**src/common/adc_pkg.sv**
```systemverilog
// Constants shared by the converter control block and its helpers.
// Assumes an 8-bit register port and a single 100 MHz system clock.
package adc_pkg;

  // Register indices on the plain register port.
  localparam logic [2:0] ADDR_RUN_CTRL   = 3'h0;
  localparam logic [2:0] ADDR_REF_PIN    = 3'h1;
  localparam logic [2:0] ADDR_CLK_FMT    = 3'h2;
  localparam logic [2:0] ADDR_RES_HIGH   = 3'h3;
  localparam logic [2:0] ADDR_RES_LOW    = 3'h4;
  localparam logic [2:0] ADDR_IRQ_STATUS = 3'h5;
  localparam logic [2:0] ADDR_IRQ_MASK   = 3'h6;

  // Field positions in the run control register.
  localparam int ENABLE_BIT  = 0;
  localparam int GO_BIT      = 1;
  localparam int CHAN_LSB    = 2;
  // Field positions in the reference and pin register.
  localparam int PIN_LSB     = 0;
  localparam int REF_LSB     = 4;
  // Field positions in the clock and format register.
  localparam int CLKSEL_LSB  = 0;
  localparam int JUSTIFY_BIT = 7;
  // Interrupt status and mask bits.
  localparam int IRQ_DONE_BIT    = 0;
  localparam int IRQ_REFUSED_BIT = 1;

  // Values after reset.
  localparam logic [5:0] RUN_CTRL_RESET = 6'h00;
  localparam logic [5:0] REF_PIN_RESET  = 6'h00;
  localparam logic [3:0] CLK_FMT_RESET  = 4'h0;
  localparam logic [7:0] RESULT_RESET   = 8'h00;
  localparam logic [1:0] IRQ_RESET      = 2'h0;

  // Conversion length in bit periods, and result width.
  localparam logic [3:0] TAD_PER_CONV = 4'hC;
  localparam int         RESULT_BITS  = 10;

  // System clock dividers per clock select code.
  localparam logic [6:0] DIV_2  = 7'h02;
  localparam logic [6:0] DIV_4  = 7'h04;
  localparam logic [6:0] DIV_8  = 7'h08;
  localparam logic [6:0] DIV_16 = 7'h10;
  localparam logic [6:0] DIV_32 = 7'h20;
  localparam logic [6:0] DIV_64 = 7'h40;

  // Conversion sequencer states.
  typedef enum logic [0:0] {
    ST_IDLE    = 1'b0,
    ST_CONVERT = 1'b1
  } conv_state_t;

endpackage

```
**src/adc_control_registers.sv**
```systemverilog
// Register file and conversion sequencer of a 10-bit successive
// approximation converter with up to sixteen multiplexed inputs.
// Assumes the converter core presents its 10-bit result on core_result
// by the last bit period tick, and that rc_tick is clk-synchronous.
// Assumes software changes the clock code only while idle.
//
// Added by the designer: the address-and-strobe port and the address map.
`timescale 1ns/1ns
module adc_control_registers #(
  parameter int NUM_CHANNELS = 16  // 16 on the large package, 12 on the small.
) (
  // Clock, reset, enable.
  input  wire logic        clk,
  input  wire logic        resetn,
  input  wire logic        ce,
  // Register port.
  input  wire logic [2:0]  addr,
  input  wire logic [7:0]  wdata,
  input  wire logic        write,
  input  wire logic        read,
  output logic      [7:0]  rdata,
  // Interrupt.
  output logic             irq,
  // Converter core and multiplexer.
  input  wire logic        rc_tick,
  input  wire logic [9:0]  core_result,
  output logic      [3:0]  input_channel_select,
  output logic             channel_valid,
  output logic      [1:0]  reference_select,
  output logic      [15:0] analog_pin_mask,
  output logic             converter_on,
  output logic             conv_start,
  output logic             conv_active,
  output logic             conv_bit_tick
);

  ////////////////////////////////////////////////////////////////////////////
  // Register state.

  // Every field resets to zero, results too, so a first read is defined.
  logic        module_enable_bit;        // Converter powered.
  logic        go_done;                  // Conversion running.
  logic [3:0]  pin_function_select;      // Analog or digital pin code.
  logic        result_justify_select;    // One is right justified.
  logic [2:0]  conversion_clock_select;  // Bit period source.
  logic [7:0]  result_high_byte;         // Upper result byte.
  logic [7:0]  result_low_byte;          // Lower result byte.
  logic [1:0]  irq_status;               // Sticky event bits.
  logic [1:0]  irq_mask;                 // Event enables.
  logic [3:0]  tad_count;                // Bit periods elapsed.
  adc_pkg::conv_state_t state;           // Sequencer state.
  adc_pkg::conv_state_t next_state;      // Sequencer next state.

  ////////////////////////////////////////////////////////////////////////////
  // Address decode.

  // Writes take effect at the edge that samples the strobe.
  wire wr_run  = write & (addr == adc_pkg::ADDR_RUN_CTRL);
  wire wr_ref  = write & (addr == adc_pkg::ADDR_REF_PIN);
  wire wr_clk  = write & (addr == adc_pkg::ADDR_CLK_FMT);
  wire wr_stat = write & (addr == adc_pkg::ADDR_IRQ_STATUS);
  wire wr_mask = write & (addr == adc_pkg::ADDR_IRQ_MASK);

  // The enable that applies after this write, so enable and go may be set together.
  wire new_enable = wdata[adc_pkg::ENABLE_BIT];
  wire new_go     = wdata[adc_pkg::GO_BIT];

  // A start needs the converter on and no conversion running.
  wire start_req  = wr_run & new_go & new_enable & (state == adc_pkg::ST_IDLE);
  // Asking for go with the converter off is recorded as a refused start.
  wire refused    = wr_run & new_go & ~new_enable;
  // Clearing the enable or writing go low aborts a running conversion.
  wire abort_req  = wr_run & (~new_enable | ~new_go);

  // Bit period tick from the selected clock source.
  wire tad_tick;
  // The last of the twelve bit periods ends the conversion.
  wire last_tad   = tad_tick & (tad_count == adc_pkg::TAD_PER_CONV - 4'h1);
  wire complete   = (state == adc_pkg::ST_CONVERT) & last_tad & ~abort_req;

  ////////////////////////////////////////////////////////////////////////////
  // Result formatting and read mux.

  // Left justify leaves the six spare low bits at zero.
  // Right justify puts the top two bits low in the high byte.
  wire [7:0] next_high = result_justify_select ?
                         {6'h00, core_result[9:8]} : core_result[9:2];
  wire [7:0] next_low  = result_justify_select ?
                         core_result[7:0] : {core_result[1:0], 6'h00};

  // Unimplemented top bits read as zero; unmapped addresses read zero.
  wire [7:0] run_view  = {2'h0, input_channel_select, go_done, module_enable_bit};
  wire [7:0] ref_view  = {2'h0, reference_select, pin_function_select};
  wire [7:0] clk_view  = {result_justify_select, 4'h0, conversion_clock_select};
  // Reads have no side effects, so status may be polled.
  wire [7:0] read_mux  = (addr == adc_pkg::ADDR_RUN_CTRL)   ? run_view :
                         (addr == adc_pkg::ADDR_REF_PIN)    ? ref_view :
                         (addr == adc_pkg::ADDR_CLK_FMT)    ? clk_view :
                         (addr == adc_pkg::ADDR_RES_HIGH)   ? result_high_byte :
                         (addr == adc_pkg::ADDR_RES_LOW)    ? result_low_byte :
                         (addr == adc_pkg::ADDR_IRQ_STATUS) ? {6'h00, irq_status} :
                         (addr == adc_pkg::ADDR_IRQ_MASK)   ? {6'h00, irq_mask} :
                                                              8'h00;

  ////////////////////////////////////////////////////////////////////////////
  // Outputs toward the core.

  // The multiplexer ignores the channel code while this is low.
  // Codes above the bonded-out channels route nothing to the converter.
  assign channel_valid = ({1'b0, input_channel_select} < 5'(NUM_CHANNELS));
  // The power switch follows the enable bit directly.
  assign converter_on  = module_enable_bit;
  assign conv_active   = (state == adc_pkg::ST_CONVERT);
  assign conv_bit_tick = tad_tick & conv_active;
  // Interrupt is a level while any unmasked event is pending.
  assign irq           = |(irq_status & irq_mask);

  ////////////////////////////////////////////////////////////////////////////
  // Helpers.

  // Bit period source runs only while converting, so the first period is whole.
  // The oscillator bypasses the divider, so its first period may be short.
  conv_clock_divider u_divider (
    .clk          (clk),
    .resetn       (resetn),
    .ce           (ce),
    .run          (conv_active),
    .clock_select (conversion_clock_select),
    .rc_tick      (rc_tick),
    .tick         (tad_tick)
  );

  // Pin function decoder, trimmed to the channels present.
  // Its mask is registered, one cycle behind the pin code.
  pin_config_decode #(
    .NUM_CHANNELS (NUM_CHANNELS)
  ) u_pins (
    .clk                 (clk),
    .resetn              (resetn),
    .ce                  (ce),
    .pin_function_select (pin_function_select),
    .analog_pin_mask     (analog_pin_mask)
  );

  ////////////////////////////////////////////////////////////////////////////
  // Sequencer.

  // One conversion at a time; a start while busy is ignored.
  // Next state: a start enters conversion, completion or abort leaves it.
  always_comb begin
    next_state = state;
    case (state)
      // Idle waits for an accepted start.
      adc_pkg::ST_IDLE: begin
        if (start_req) begin
          next_state = adc_pkg::ST_CONVERT;
        end
      end
      // Abort and last tick both leave; only the tick loads a result.
      adc_pkg::ST_CONVERT: begin
        if (abort_req || last_tad) begin
          next_state = adc_pkg::ST_IDLE;
        end
      end
      // Unused codes fall back to idle rather than lock up.
      default: begin
        next_state = adc_pkg::ST_IDLE;
      end
    endcase
  end

  // State and bit period count.
  always_ff @(posedge clk) begin
    if (!resetn) begin
      // Reset aborts any conversion in flight.
      state     <= adc_pkg::ST_IDLE;
      tad_count <= 4'h0;
    end else if (ce) begin
      state     <= next_state;
      // A start clears the count so every conversion gets twelve periods.
      if (next_state != adc_pkg::ST_CONVERT || start_req) begin
        tad_count <= 4'h0;
      end else if (tad_tick) begin
        tad_count <= tad_count + 4'h1;
      end
    end
  end

  // The core is told to begin sampling with a one-cycle pulse.
  always_ff @(posedge clk) begin
    if (!resetn) begin
      conv_start <= 1'b0;
    end else if (ce) begin
      // The pulse trails the start write by one cycle, as go does.
      conv_start <= start_req;
    end
  end

  ////////////////////////////////////////////////////////////////////////////
  // Control registers.

  // Run control; go follows the sequencer so it clears by itself at the end.
  always_ff @(posedge clk) begin
    if (!resetn) begin
      // Reset turns the converter off.
      module_enable_bit    <= adc_pkg::RUN_CTRL_RESET[adc_pkg::ENABLE_BIT];
      go_done              <= adc_pkg::RUN_CTRL_RESET[adc_pkg::GO_BIT];
      input_channel_select <= adc_pkg::RUN_CTRL_RESET[5:2];
    end else if (ce) begin
      // Software owns enable and channel; the sequencer owns go.
      if (wr_run) begin
        module_enable_bit    <= new_enable;
        input_channel_select <= wdata[adc_pkg::CHAN_LSB +: 4];
      end
      // Go reads one from the cycle after a start through the cycle of the last tick or abort.
      go_done <= (next_state == adc_pkg::ST_CONVERT);
    end
  end

  // Reference, pin function and clock/format fields.
  always_ff @(posedge clk) begin
    if (!resetn) begin
      reference_select        <= adc_pkg::REF_PIN_RESET[5:4];
      pin_function_select     <= adc_pkg::REF_PIN_RESET[3:0];
      result_justify_select   <= adc_pkg::CLK_FMT_RESET[3];
      conversion_clock_select <= adc_pkg::CLK_FMT_RESET[2:0];
    end else if (ce) begin
      // Reference and pin code share one register.
      if (wr_ref) begin
        reference_select    <= wdata[adc_pkg::REF_LSB +: 2];
        pin_function_select <= wdata[adc_pkg::PIN_LSB +: 4];
      end
      // A clock code change mid-run upsets the current period.
      if (wr_clk) begin
        result_justify_select   <= wdata[adc_pkg::JUSTIFY_BIT];
        conversion_clock_select <= wdata[adc_pkg::CLKSEL_LSB +: 3];
      end
    end
  end

  ////////////////////////////////////////////////////////////////////////////
  // Result registers.

  // Loaded only on completion; an aborted conversion leaves the old result.
  always_ff @(posedge clk) begin
    if (!resetn) begin
      // Zeros rather than leftover data after reset.
      result_high_byte <= adc_pkg::RESULT_RESET;
      result_low_byte  <= adc_pkg::RESULT_RESET;
    end else if (ce && complete) begin
      result_high_byte <= next_high;
      result_low_byte  <= next_low;
    end
  end

  ////////////////////////////////////////////////////////////////////////////
  // Interrupt status, mask and read data.

  // Write one clears a status bit, but a new event in the same cycle wins.
  // Bit 0 marks a finished conversion, bit 1 a start refused while off.
  wire [1:0] irq_set = {refused, complete};
  wire [1:0] irq_clr = wr_stat ? wdata[1:0] : 2'h0;

  always_ff @(posedge clk) begin
    if (!resetn) begin
      // Reset drops pending events and masks them all.
      irq_status <= adc_pkg::IRQ_RESET;
      irq_mask   <= adc_pkg::IRQ_RESET;
    end else if (ce) begin
      irq_status <= (irq_status & ~irq_clr) | irq_set;
      // The mask gates only the output; masked events are still kept.
      if (wr_mask) begin
        irq_mask <= wdata[1:0];
      end
    end
  end

  // Read data stand only in the cycle after the read strobe.
  always_ff @(posedge clk) begin
    if (!resetn) begin
      rdata <= 8'h00;
    end else if (ce) begin
      // Zero between reads keeps a shared read bus quiet.
      rdata <= read ? read_mux : 8'h00;
    end
  end

endmodule

```
**src/conv_clock_divider.sv**
```systemverilog
// Bit period tick generator for the conversion sequencer.
// Assumes rc_tick is a one-cycle pulse synchronous to clk.
`timescale 1ns/1ns
module conv_clock_divider (
  // Clock, reset, enable.
  input  wire logic       clk,
  input  wire logic       resetn,
  input  wire logic       ce,
  // Control.
  input  wire logic       run,
  input  wire logic [2:0] clock_select,
  input  wire logic       rc_tick,
  // Tick out.
  output logic            tick
);

  logic [6:0] count;    // Cycles counted in the current period.
  logic [6:0] divisor;  // Period length for the selected code.
  logic       use_rc;   // The internal oscillator paces the bits.
  logic       wrap;     // Last cycle of a divided period.

  // Map the select code to a divisor; x11 picks the RC oscillator.
  assign divisor = (clock_select == 3'h0) ? adc_pkg::DIV_2  :
                   (clock_select == 3'h1) ? adc_pkg::DIV_8  :
                   (clock_select == 3'h2) ? adc_pkg::DIV_32 :
                   (clock_select == 3'h4) ? adc_pkg::DIV_4  :
                   (clock_select == 3'h5) ? adc_pkg::DIV_16 :
                                            adc_pkg::DIV_64;
  assign use_rc = (clock_select[1:0] == 2'h3);
  assign wrap   = (count == divisor - 7'h01);
  assign tick   = run & (use_rc ? rc_tick : wrap);

  // The counter restarts when idle so every divided-clock conversion begins on a full period.
  always_ff @(posedge clk) begin
    if (!resetn) begin
      count <= 7'h00;
    end else if (ce) begin
      if (!run || wrap || use_rc) begin
        count <= 7'h00;
      end else begin
        count <= count + 7'h01;
      end
    end
  end

endmodule

```
**src/pin_config_decode.sv**
```systemverilog
// Decodes the pin function code into a mask of analog channels.
// Assumes the pin code is a stable register value.
`timescale 1ns/1ns
module pin_config_decode #(
  parameter int NUM_CHANNELS = 16
) (
  // Clock, reset, enable.
  input  wire logic        clk,
  input  wire logic        resetn,
  input  wire logic        ce,
  // Pin function code.
  input  wire logic [3:0]  pin_function_select,
  // One bit per channel, high where the pin is analog.
  output logic      [15:0] analog_pin_mask
);

  logic [4:0]  digital_count;  // Channels turned digital from the top.
  logic [16:0] full_mask;      // Low channels left analog.
  logic [15:0] present_mask;   // Channels bonded out on this package.

  // Code 0 keeps all analog, 15 makes all digital, code k makes k+1 digital.
  assign digital_count = (pin_function_select == 4'h0) ? 5'h00 :
                         (pin_function_select == 4'hF) ? 5'h10 :
                         {1'b0, pin_function_select} + 5'h01;
  assign full_mask     = (17'h00001 << (5'h10 - digital_count)) - 17'h00001;
  // Absent channels on the small package can never be analog.
  assign present_mask  = 16'((17'h00001 << NUM_CHANNELS) - 17'h00001);

  // Registered so the pad controls do not glitch during decode.
  always_ff @(posedge clk) begin
    if (!resetn) begin
      analog_pin_mask <= 16'h0000;
    end else if (ce) begin
      analog_pin_mask <= full_mask[15:0] & present_mask;
    end
  end

endmodule
```
**config.mk**
```make
export PLATFORM = sky130hd
export DESIGN_NAME = adc_control_registers
export DESIGN_NICKNAME = d
export VERILOG_FILES = /design/src/common/adc_pkg.sv /design/src/adc_control_registers.sv /design/src/conv_clock_divider.sv /design/src/pin_config_decode.sv
export SDC_FILE = /design/constraint.sdc
export NUM_CORES = 1
export LEC_CHECK = 0
export BUFFER_PORTS_ARGS = -buffer_cell sky130_fd_sc_hd__clkbuf_2
export CAP_MARGIN = 20
export CELL_PAD_IN_SITES_DETAIL_PLACEMENT = 1
export CELL_PAD_IN_SITES_GLOBAL_PLACEMENT = 1
export CORE_MARGIN = 2
export CORE_UTILIZATION = 40
export DETAILED_ROUTE_END_ITERATION = 8
export PLACE_DENSITY_LB_ADDON = 0.1
export SYNTH_ARGS = -nofsm -noshare
export SYNTH_HDL_FRONTEND = slang
export SYNTH_SLANG_ARGS = --single-unit
```
**constraint.sdc**
```tcl
create_clock -name clk -period 3.4 [get_ports clk]
set_input_delay 0.34 -clock clk [delete_from_list [all_inputs] [get_ports clk]]
set_output_delay 0.34 -clock clk [all_outputs]
set_load 0.01 [all_outputs]
```
==> results of run 1 <==
-- layout by cell type (no fill, tap or decap), types with 2 or more instances in the layout --
cell type and n:
nor2b_1 25, mux2i_1 24, a21boi_0 12, nor3_1 9, xnor2_1 9, nand4b_1 3
dfxtp_1 72, a32oi_1 2, o21ai_1 3, buf_4 11, bufinv_16 3, and3b_1 2
a21oi_1 20, o211a_1 9, o21ai_0 39, o31ai_1 2, nand3_1 31, nand3b_1 6
clkbuf_8 10, o21a_1 10, xor2_1 13, nor3b_1 4, o22ai_1 2, mux2_2 4
ha_1 8, nor2_1 33, o32a_1 2, inv_1 11, o211ai_1 5, a31oi_1 3
o2111ai_1 5, o2bb2ai_1 3, nand4_1 5, nand2b_1 2, nand2_1 53, and2_1 5
clkbuf_2 60, and3_1 5
-- critical path, stage by stage, from the launching register on --
cell	delay (ns)
dfxtp_1	0.46
inv_1	0.17
ha_1	0.33
and3b_1	0.18
o21a_1	0.18
o32a_1	0.41
or2_2	0.33
ha_1	0.23
o31ai_1	0.10
nor2_1	0.07
o21ai_1	0.16
nor3b_1	0.10
xor2_1	0.17
a21oi_1	0.13
-- routing by layer --
metal	track usage [%]	vias up
li1	-	1823
met4	4.63	0
met5	0	-
met1	29.7	1738
met2	33.3	57
met3	6.10	7
-- metrics by stage --
stage / utilization [%] / hold slack [ns] / power, mW
4_1_cts: 47.9 / 0.214 / 1.93
6_report: 47.9 / 0.231 / 1.90
3_3_place_gp: 45.4 / 0.454 / 1.07
3_5_place_dp: 45.4 / 0.462 / 1.07
5_1_grt: 47.9 / 0.212 / 1.99
2_1_floorplan: - / 0.435 / 1.00
-- cell type report --
cell class | count | area, um^2 | share of cell area [%]
multi-input cells | 371 | 2360 | 50.9
flip-flops and latches | 72 | 1440 | 31.1
repair buffers | 71 | 383 | 8.25
well taps | 133 | 166 | 3.59
clock buffers | 11 | 141 | 3.05
clock inverters | 5 | 104 | 2.24
inverters | 11 | 41.3 | 0.890
-- sequential cells by signal, summed over array words and instances, names as in the netlist --
name,cells
tad_count,4
reference_select,2
rdata,8
result_high_byte,8
converter_on,1
u_pins.analog_pin_mask,16
u_divider.count,7
pin_function_select,4
input_channel_select,4
conversion_clock_select,3
irq_mask,2
conv_start,1
go_done,1
result_low_byte,8
result_justify_select,1
irq_status,2
-- final timing paths --
path                          start                          to  cells after the start
min                        wdata[7]       result_justify_select                      3
max          pin_function_select[0]  u_pins.analog_pin_mask[14]                     13
max reg2reg  pin_function_select[0]  u_pins.analog_pin_mask[14]                     13
min reg2reg      result_low_byte[2]          result_low_byte[2]                      2
-- power breakdown --
part	switching, mW	internal, mW
combinational	0.109	0.0699
sequential	0.0128	0.861
clock	0.341	0.508
-- logic make-up after synthesis --
family / count (synthesis) / share of synthesized area (%)
xor+xnor: 22 / 4.85
buf+inv: 43 / 4.22
other cells: 1 / 0.0944
simple gates: 187 / 23.5
fa+ha+maj: 8 / 2.52
flops: 72 / 36.3
compound gates: 124 / 20.8
mux: 29 / 7.75
==> summary.md, run 1 <==
| Metric | Value |
|---|---|
| Worst reg-to-reg setup slack | `0.29 ns` |
| Wire length on met3 | `405 um` |
| Die area | `10,700 um^2` |
| TritonCTS clock tree | `done` |
| Mapped Cells | `486` |
| Ys Warns | `0` |
| Final Slew Violations | `0` |
| Finish-stage setup viols | `0` |
| Number of distinct library cells after synthesis | `51` |
| Worst VDD drop | `0.271 mV` |
| Core area | `9680 um^2` |
| Critical path launch point type | `register` |
| Slew HR | `43.9%` |
| Min setup slack post-route | `0.293 ns` |
| Worst Path Max Fanout | `7` |
| Fin crit period | `3.11 ns` |
| Mapped Area | `3970 um^2` |
| CTS sink cnt | `72` |
| Cells after DPL | `658` |
| Wirelength per Cell | `16.8 um` |
| Worst-path clk slew | `0.08 ns` |
| 1st-iter DRT viols | `108` |
| Width of the die | `104 um` |
| Vias | `3,625` |
| Clock root buffer master | `clkbuf_8` |
| Site Rows | `36` |
| Hold Vio Cnt, Final | `0` |
| Critical path arrival | `3.41 ns` |
| Post-route clock period utilization | `91.4%` |
| Hold Path Class | `in -> reg` |
| Sequential area share after synthesis | `36.3%` |
| Routability cong. | `0.881` |
| Clk buf depth | `2` |
| Starting Density | `41.0%` |
| Placed cell areas | `4400 um^2` |
| Design area | `4640 um^2` |
| Worst Tran Pin Value | `0.838 ns` |
| CTS H-Tree Depth | `3` |
| Largest net degree at the start of global routing | `46` |
| Vias in the first global route | `3,541` |
| Post-CTS setup buffer count | `0` |
| Initial antenna violation count | `0` |
| Antenna diode instance count | `0` |
| Clock skew | `0.0103 ns` |
| Post-DR vias/cell | `5.38` |
| Global-route wire length before repair | `18,400 um` |
| Async S/R FF share, synth | `0%` |
| Mean Syn Cell Area | `8.17 um^2` |
| Setup TNS | `0 ns` |
| Clk Latency, worst-skew pair | `0.37 ns` |
| 1st-pass router iterations | `4` |
| Most used DFF post-synth | `dfxtp_1` |
| Area fraction of the dominant cell type after synthesis | `36.3%` |
| Critical Path RT | `3.71 ns` |
| GRT Resource Usage Total | `21.4%` |
| P per Cell Area | `410 nW/um^2` |
| Final HPWL DP | `8220 um` |
| ANT nets after route | `0` |
| Ranking of synthesized cells by area | `dfxtp_1, mux2i_1, nand2_1` |
| # DRC | `0` |
| Max Used Layer | `met4` |
| Synth Register Bits | `72` |
| Number of synthesized flops with an enable pin | `0` |
| Die Ht | `104 um` |
| Grt ovf | `0` |
| Critical path class | `reg -> reg` |
| Port bufs | `60` |
| Most common cell in the synthesized netlist | `dfxtp_1` |
| # fillers | `1,195` |
| Yosys top cell by area | `dfxtp_1` |
| Pleak | `1.85 nW` |
| CTS Buf Count | `9` |
| Max-cap violations | `0` |
| Worst slack, placed | `0.330 ns` |
| RSZ-0062 raised after global routing | `no` |
| Synth cell count leaders | `dfxtp_1, nand2_1, o21ai_0` |
| Detailed Route WL | `11,400 um` |
| Final nets | `571` |
| WL met1 | `5720 um` |
| Met2 Wirelength | `5150 um` |
| Maximum clock rate | `0.322 GHz` |
| Syn_nets | `521` |
| Layout Cells excl Fill | `674` |
| Share of cells above drive strength 1 | `17.4%` |
| Outcome | `complete, no violations` |
| CP endpoint kind | `register` |
| Layout area overhead | `16.8%` |
| Post-cts gate resize count | `0` |
| Ports | `63` |
| Post-CTS Hold Fix Bufs | `0` |
(Power assumes the default switching activity.)
==> run 2, diff against run 1 <==
- CORE_UTILIZATION: 40 -> 30
- RECOVER_POWER: default -> 50
- clock period: 3.4 -> 3.75 ns (I/O delays scaled with it)
==> summary.md, run 2 (same netlist as run 1, synthesis figures left out) <==
| Metric | Value |
|---|---|
| Antenna diode instance count | `0 (unchanged)` |
| # fillers | `1,593 (+33%)` |
| Clk Latency, worst-skew pair | `0.35 ns (-0.02 ns)` |
| Core area | `13,100 um^2 (+35%)` |
| Vias in the first global route | `3,728 (+5.3%)` |
| Final nets | `573 (+0.35%)` |
| Critical Path RT | `4.01 ns (+0.30 ns)` |
| 1st-iter DRT viols | `213 (+97%)` |
| Most common cell after layout, fill and taps aside | `dfxtp_1` |
| Final HPWL DP | `8770 um (+6.7%)` |
| Die area | `14,200 um^2 (+32%)` |
| Width of the die | `119 um (+15%)` |
| Hold Path Class | `in -> reg` |
| Outcome | `complete, no violations` |
| Max incr delay on CP | `0.42 ns (-0.04 ns)` |
| TritonCTS clock tree | `done` |
| Final Slew Violations | `0 (unchanged)` |
| Vias | `3,687 (+1.7%)` |
| Routability cong. | `0.805 (-8.6%)` |
| Hold Startpoint | `wdata[7]` |
| Ports | `63 (unchanged)` |
| Slew HR | `12.6% (-31 points)` |
| CTS H-Tree Depth | `3 (unchanged)` |
| Grt ovf | `0 (unchanged)` |
| Site Rows | `42 (+17%)` |
| Worst-path clk slew | `0.06 ns (-0.02 ns)` |
| Critical path class | `reg -> reg` |
| Maximum clock rate | `0.312 GHz (-2.9%)` |
| RSZ-0062 raised after global routing | `no` |
| CP max stage cell | `o32a_1` |
| # DRC | `0 (unchanged)` |
| Fin crit period | `3.20 ns (+0.0937 ns)` |
| Largest net degree at the start of global routing | `54 (+17%)` |
| Hold path cells | `3 (unchanged)` |
| Post-CTS setup buffer count | `0 (unchanged)` |
| Initial antenna violation count | `0 (unchanged)` |
| CTS Buf Count | `9 (unchanged)` |
| P per Cell Area | `375 nW/um^2 (-8.4%)` |
| Worst Tran Pin Value | `1.31 ns (+0.473 ns)` |
| Worst reg-to-reg setup slack | `0.55 ns (+0.26 ns)` |
| Clk buf depth | `2 (unchanged)` |
| Port bufs | `60 (unchanged)` |
| Most frequent CP cell | `ha_1` |
| Worst Reg2Reg Path Length in Cells | `13 (unchanged)` |
| Worst Path Max Fanout | `10 (+3)` |
| Hold Vio Cnt, Final | `0 (unchanged)` |
| Clock root buffer master | `clkbuf_16` |
| Layout area overhead | `17.7%` |
| Critical path launch point type | `register` |
| Post-DR vias/cell | `5.14 (-4.5%)` |
| Commonest cells after routing, fill and taps aside | `dfxtp_1, nand2_1, clkbuf_1` |
| Starting Density | `30.4% (-11 points)` |
| Worst slack, placed | `0.611 ns (+0.281 ns)` |
| Most flops, register | `u_pins.analog_pin_mask` |
| Post-cts gate resize count | `0 (unchanged)` |
| Critical path arrival | `3.47 ns (+0.06 ns)` |
| Hold path endpoint | `result_justify_select` |
| CP endpoint kind | `register` |
| Critical-path cell list | `buf_4 -> inv_1 -> ha_1 -> and3b_1 -> o21a_1 -> o32a_1 -> or2_2 -> ha_1 -> o31ai_1 -> o21ai_0 -> nor2_1 -> o311ai_0 -> a21boi_0` |
| Worst VDD drop | `0.168 mV (-38%)` |
| CTS sink cnt | `72 (unchanged)` |
| Max FFs per register | `16 (unchanged)` |
| Post-route clock period utilization | `85.4% (-6.0 points)` |
| Clock skew | `0.0100 ns (-0.000221 ns)` |
| 1st-pass router iterations | `4 (unchanged)` |
| GRT Resource Usage Total | `17.6% (-3.9 points)` |
| RR Endpoint | `u_pins.analog_pin_mask[6]` |
| Post-CTS Hold Fix Bufs | `0 (unchanged)` |
| Setup TNS | `0 ns (unchanged)` |
| Worst hold margin | `0.292 ns (+0.0615 ns)` |
| Wirelength per Cell | `16.8 um (about the same)` |
| Min setup slack post-route | `0.549 ns (+0.256 ns)` |
| Max-cap violations | `0 (unchanged)` |
| Global-route wire length before repair | `19,500 um (+5.5%)` |
| Share of cells above drive strength 1 | `9.96% (-7.4 points)` |
| Pleak | `1.73 nW (-6.4%)` |
| ANT nets after route | `0 (unchanged)` |
| Detailed Route WL | `12,100 um (+6.4%)` |
| Die Ht | `119 um (+15%)` |
| Finish-stage setup viols | `0 (unchanged)` |
| R2r startpoint | `pin_function_select[0]` |
-- run 2: cell count changes in the layout (fill, tap and decap cells not counted), moves of 3 or more --
cell | previous run | this run
clkbuf_2 | 60 | 24
clkbuf_16 | 0 | 9
bufinv_16 | 3 | 0
clkbuf_8 | 10 | 1
clkbuf_1 | 1 | 42
-- run 2: area by class of cell --
type / instances / area [um^2] / share of cell area [%]
sequential: 72 / 1440 / 30.8
clock inverter: 2 / 16.3 / 0.348
clock buffer: 13 / 250 / 5.35
inverter: 11 / 41.3 / 0.883
tap: 176 / 220 / 4.71
multi-input combinational: 371 / 2360 / 50.6
timing repair buffer: 73 / 342 / 7.31
-- run 2: metrics by stage --
| stage | power [mW] | util [%] | instance area (um^2) | cells |
|---|---|---|---|---|
| floorplan | 0.909 | - | 3970 | 486 |
| global placement | 0.976 | 34.1 | 4460 | 703 |
| detailed placement | 0.979 | 34.1 | 4460 | 703 |
| CTS | 1.79 | 36.2 | 4730 | 718 |
| global route | 1.83 | 35.7 | 4670 | 718 |
| finish | 1.75 | 35.7 | 4670 | 718 |
-- run 2: where the power goes --
group	switching (mW)	total [mW]	leakage, nW	internal (mW)
clock network	0.335	0.799	0.126	0.464
registers	0.0115	0.794	0.586	0.782
logic	0.102	0.162	1.02	0.0600
-- run 2: worst max path at each step --
stage                      startpoint                         end  slack (ns)  depth (start not counted)
2_1_floorplan  pin_function_select[1]  u_pins.analog_pin_mask[14]        0.92                         14
3_3_place_gp   pin_function_select[0]  u_pins.analog_pin_mask[14]        0.67                         14
3_5_place_dp   pin_function_select[0]  u_pins.analog_pin_mask[14]        0.61                         14
4_1_cts        pin_function_select[0]  u_pins.analog_pin_mask[14]        0.59                         14
5_1_grt        pin_function_select[0]  u_pins.analog_pin_mask[10]        0.27                         16
6_report       pin_function_select[0]   u_pins.analog_pin_mask[6]        0.55                         13
-- run 2: worst max-delay path, delay by kind of cell (launching register included) --
family | cells | cell delay [ns]
AO/OA/AOI/OAI | 6 | 1.29
adder cells (fa/ha/maj) | 2 | 0.54
buffers and inverters | 2 | 0.29
flip-flops | 1 | 0.37
AND/OR/NAND/NOR | 3 | 0.62
-- run 2: metal layers --
metal  global-route usage (%)  up-vias  share of wire [%]  wire, um
li1                         -     1826                  -         -
met2                     28.1       52                 47      5630
met1                     23.2     1797                 49      5890
met3                     3.26       12                3.1       370
met4                     7.37        0                1.6       194
met5                        0        -                  0         0
==> run 3, diff against run 2 <==
- ABC_AREA: default -> 1
==> summary.md, run 3 <==
| Metric | Value |
|---|---|
| Die Ht | `121 um (+1.3%)` |
| 1st-pass router iterations | `4 (unchanged)` |
| CP max stage cell | `dfxtp_1` |
| Most flops, register | `u_pins.analog_pin_mask` |
| Outcome | `complete, no violations` |
| Cells after DPL | `823 (+17%)` |
| Ys Warns | `0 (unchanged)` |
| Worst VDD drop | `0.187 mV (+12%)` |
| Yosys top cell by area | `dfxtp_1` |
| Syn_nets | `637 (+22%)` |
| 1st-iter DRT viols | `163 (-23%)` |
| Critical-path cell list | `inv_1 -> ha_1 -> inv_1 -> nand3_4 -> nand2_2 -> nand2_4 -> inv_6 -> nor2_4 -> nand2_1 -> ha_1 -> nand2_2 -> nor2_4 -> nand2_1 -> nand2_1 -> nand3_1 -> nand2_1 -> inv_1` |
| Share of cells above drive strength 1 | `12.1% (+2.1 points)` |
| Worst-path clk slew | `0.06 ns (about the same)` |
| Max FFs per register | `16 (unchanged)` |
| Layout area overhead | `18.0%` |
| Clk Latency, worst-skew pair | `0.34 ns (about the same)` |
| Hold path cells | `3 (unchanged)` |
| Worst Path Max Fanout | `8 (-2)` |
| Maximum clock rate | `0.377 GHz (+21%)` |
| Width of the die | `121 um (+1.3%)` |
| R2r startpoint | `pin_function_select[0]` |
| Final Total Pwr | `1.95 mW (+11%)` |
| Ranking of synthesized cells by area | `dfxtp_1, nand2_1, nor2_1` |
| P per Cell Area | `406 nW/um^2 (+8.2%)` |
| Most frequent CP cell | `nand2_1` |
| Sequential area share after synthesis | `35.3% (-0.95 points)` |
| Core area | `13,200 um^2 (+1.2%)` |
| Commonest cells after routing, fill and taps aside | `nand2_1, nor2_1, inv_1` |
| CTS H-Tree Depth | `3 (unchanged)` |
| Most common cell in the synthesized netlist | `nand2_1` |
| Detailed Route WL | `12,900 um (+6.8%)` |
| Critical path class | `reg -> reg` |
| Site Rows | `42 (unchanged)` |
| TritonCTS clock tree | `done` |
| Port bufs | `60 (unchanged)` |
| Setup TNS | `0 ns (unchanged)` |
| Number of synthesized flops with an enable pin | `0 (unchanged)` |
| Synth Register Bits | `72 (unchanged)` |
| Most common cell after layout, fill and taps aside | `nand2_1` |
| Most used DFF post-synth | `dfxtp_1` |
| Post-CTS setup buffer count | `0 (unchanged)` |
| Mean Syn Cell Area | `6.78 um^2 (-17%)` |
| Critical path launch point type | `register` |
| Worst slack, placed | `1.13 ns (+0.518 ns)` |
| Antenna diode instance count | `0 (unchanged)` |
| Grt ovf | `0 (unchanged)` |
| Starting Density | `30.8% (+0.44 points)` |
| CP endpoint kind | `register` |
| Post-cts gate resize count | `0 (unchanged)` |
| Worst reg-to-reg setup slack | `1.10 ns (+0.55 ns)` |
| Vias in the first global route | `4,221 (+13%)` |
| Final core utilization | `36.3% (+0.61 points)` |
| ANT nets after route | `0 (unchanged)` |
| Hold Startpoint | `wdata[4]` |
| RSZ-0062 raised after global routing | `no` |
| Finish-stage setup viols | `0 (unchanged)` |
| Clk buf depth | `2 (unchanged)` |
| Clock skew | `0.0118 ns (+0.00173 ns)` |
| Die area | `14,500 um^2 (+2.6%)` |
| Ports | `63 (unchanged)` |
| Max incr delay on CP | `0.41 ns (about the same)` |
| Async S/R FF share, synth | `0% (unchanged)` |
| Critical Path RT | `3.99 ns (-0.02 ns)` |
| Post-route clock period utilization | `70.7% (-15 points)` |
| Hold Path Class | `in -> reg` |
| Final HPWL DP | `9710 um (+11%)` |
| Mapped Area | `4080 um^2 (+2.7%)` |
| Hold path endpoint | `input_channel_select[2]` |
| # fillers | `1,756 (+10%)` |
| Post-CTS Hold Fix Bufs | `0 (unchanged)` |
| Critical path arrival | `2.89 ns (-0.58 ns)` |
| CTS Buf Count | `9 (unchanged)` |
| Synth cell count leaders | `nand2_1, nor2_1, inv_1` |
| # DRC | `0 (unchanged)` |
| Largest net degree at the start of global routing | `39 (-28%)` |
| Max-cap violations | `0 (unchanged)` |
| Number of distinct library cells after synthesis | `44 (-14%)` |
| Vias | `4,105 (+11%)` |
| Wirelength per Cell | `15.4 um (-8.5%)` |
| Worst Reg2Reg Path Length in Cells | `17 (+4)` |
| Hold Vio Cnt, Final | `0 (unchanged)` |
| RR Endpoint | `u_pins.analog_pin_mask[14]` |
| Routability cong. | `0.887 (+10%)` |
| GRT Resource Usage Total | `19.0% (+1.4 points)` |
| Post-DR vias/cell | `4.90 (-4.6%)` |
| Global-route wire length before repair | `21,700 um (+12%)` |
| Layout Cells excl Fill | `838 (+17%)` |
| Final Slew Violations | `0 (unchanged)` |
| Fin crit period | `2.65 ns (-0.548 ns)` |
| Slew HR | `24.1% (+11 points)` |
| Mapped Cells | `602 (+24%)` |
| Clock root buffer master | `clkbuf_16` |
| Area fraction of the dominant cell type after synthesis | `35.3% (-0.95 points)` |
| Min setup slack post-route | `1.10 ns (+0.548 ns)` |
| Initial antenna violation count | `0 (unchanged)` |
| Worst Tran Pin Value | `1.14 ns (-0.172 ns)` |
| CTS sink cnt | `72 (unchanged)` |
| Final nets | `693 (+21%)` |
| Pleak | `2.24 nW (+29%)` |
[run 3: cell types whose count changed in the layout (fill, tap and decap cells not counted), sizes merged, moves of 17 or more]
cell   previous run  this run
nand2            53       127
inv              11        83
nor2             33        92
nor2b            25         0
mux2i            24         0
a21oi            21        38
[run 3: where the power goes]
| part | switching, mW | internal, mW |
|---|---|---|
| clock network | 0.345 | 0.615 |
| registers | 0.0148 | 0.785 |
| logic | 0.135 | 0.0608 |
[run 3: layer usage]
layer	vias to the layer above	global-route usage, %	wire length [um]
li1	2072	-	-
met1	1959	23.6	6050
met2	60	32.7	6280
met3	14	2.92	385
met4	0	7.78	195
met5	-	0	0
[run 3: final cells by class]
type                       instances  area, um^2  share of cell area, %
multi-input combinational        424        2210                   45.9
inverter                          86         330                   6.86
tap                              176         220                   4.58
clock inverter                     3        65.1                   1.35
timing repair buffer              65         289                   6.01
sequential                        72        1440                   30.0
clock buffer                      12         256                   5.33
[run 3: stage by stage]
stage	area (um^2)	hold slack [ns]
floorplan	4080	0.440
global placement	4540	0.453
detailed placement	4540	0.456
CTS	4860	0.279
global route	4810	0.303
finish	4810	0.289
[run 3: worst max-delay path by stage]
stage | endpoint | startpoint | depth (start not counted) | slack [ns]
global placement | u_pins.analog_pin_mask[14] | pin_function_select[0] | 17 | 1.20
CTS | u_pins.analog_pin_mask[14] | pin_function_select[0] | 17 | 1.10
global route | u_pins.analog_pin_mask[14] | pin_function_select[0] | 17 | 0.82
floorplan | u_pins.analog_pin_mask[14] | pin_function_select[0] | 17 | 1.50
finish | u_pins.analog_pin_mask[14] | pin_function_select[0] | 17 | 1.10
detailed placement | u_pins.analog_pin_mask[14] | pin_function_select[0] | 17 | 1.13
[run 3: cell families (layout without fill, tap and decap cells)]
group,count (synthesis),in the layout,share of synthesized area [%]
other,1,1,0.0919
AND/OR/NAND/NOR,290,290,33.3
AO/OA/AOI/OAI,113,113,15.7
flip-flops,72,72,35.3
buffers and inverters,106,166,10.5
XOR/XNOR,12,12,2.58
adder cells (fa/ha/maj),8,8,2.45
[run 3: critical path: cells and delay by family, from the launching register on]
kind | cells | cell delay [ns]
adder cells (fa/ha/maj) | 2 | 0.64
buffers and inverters | 4 | 0.49
flip-flops | 1 | 0.41
AND/OR/NAND/NOR | 11 | 1.01
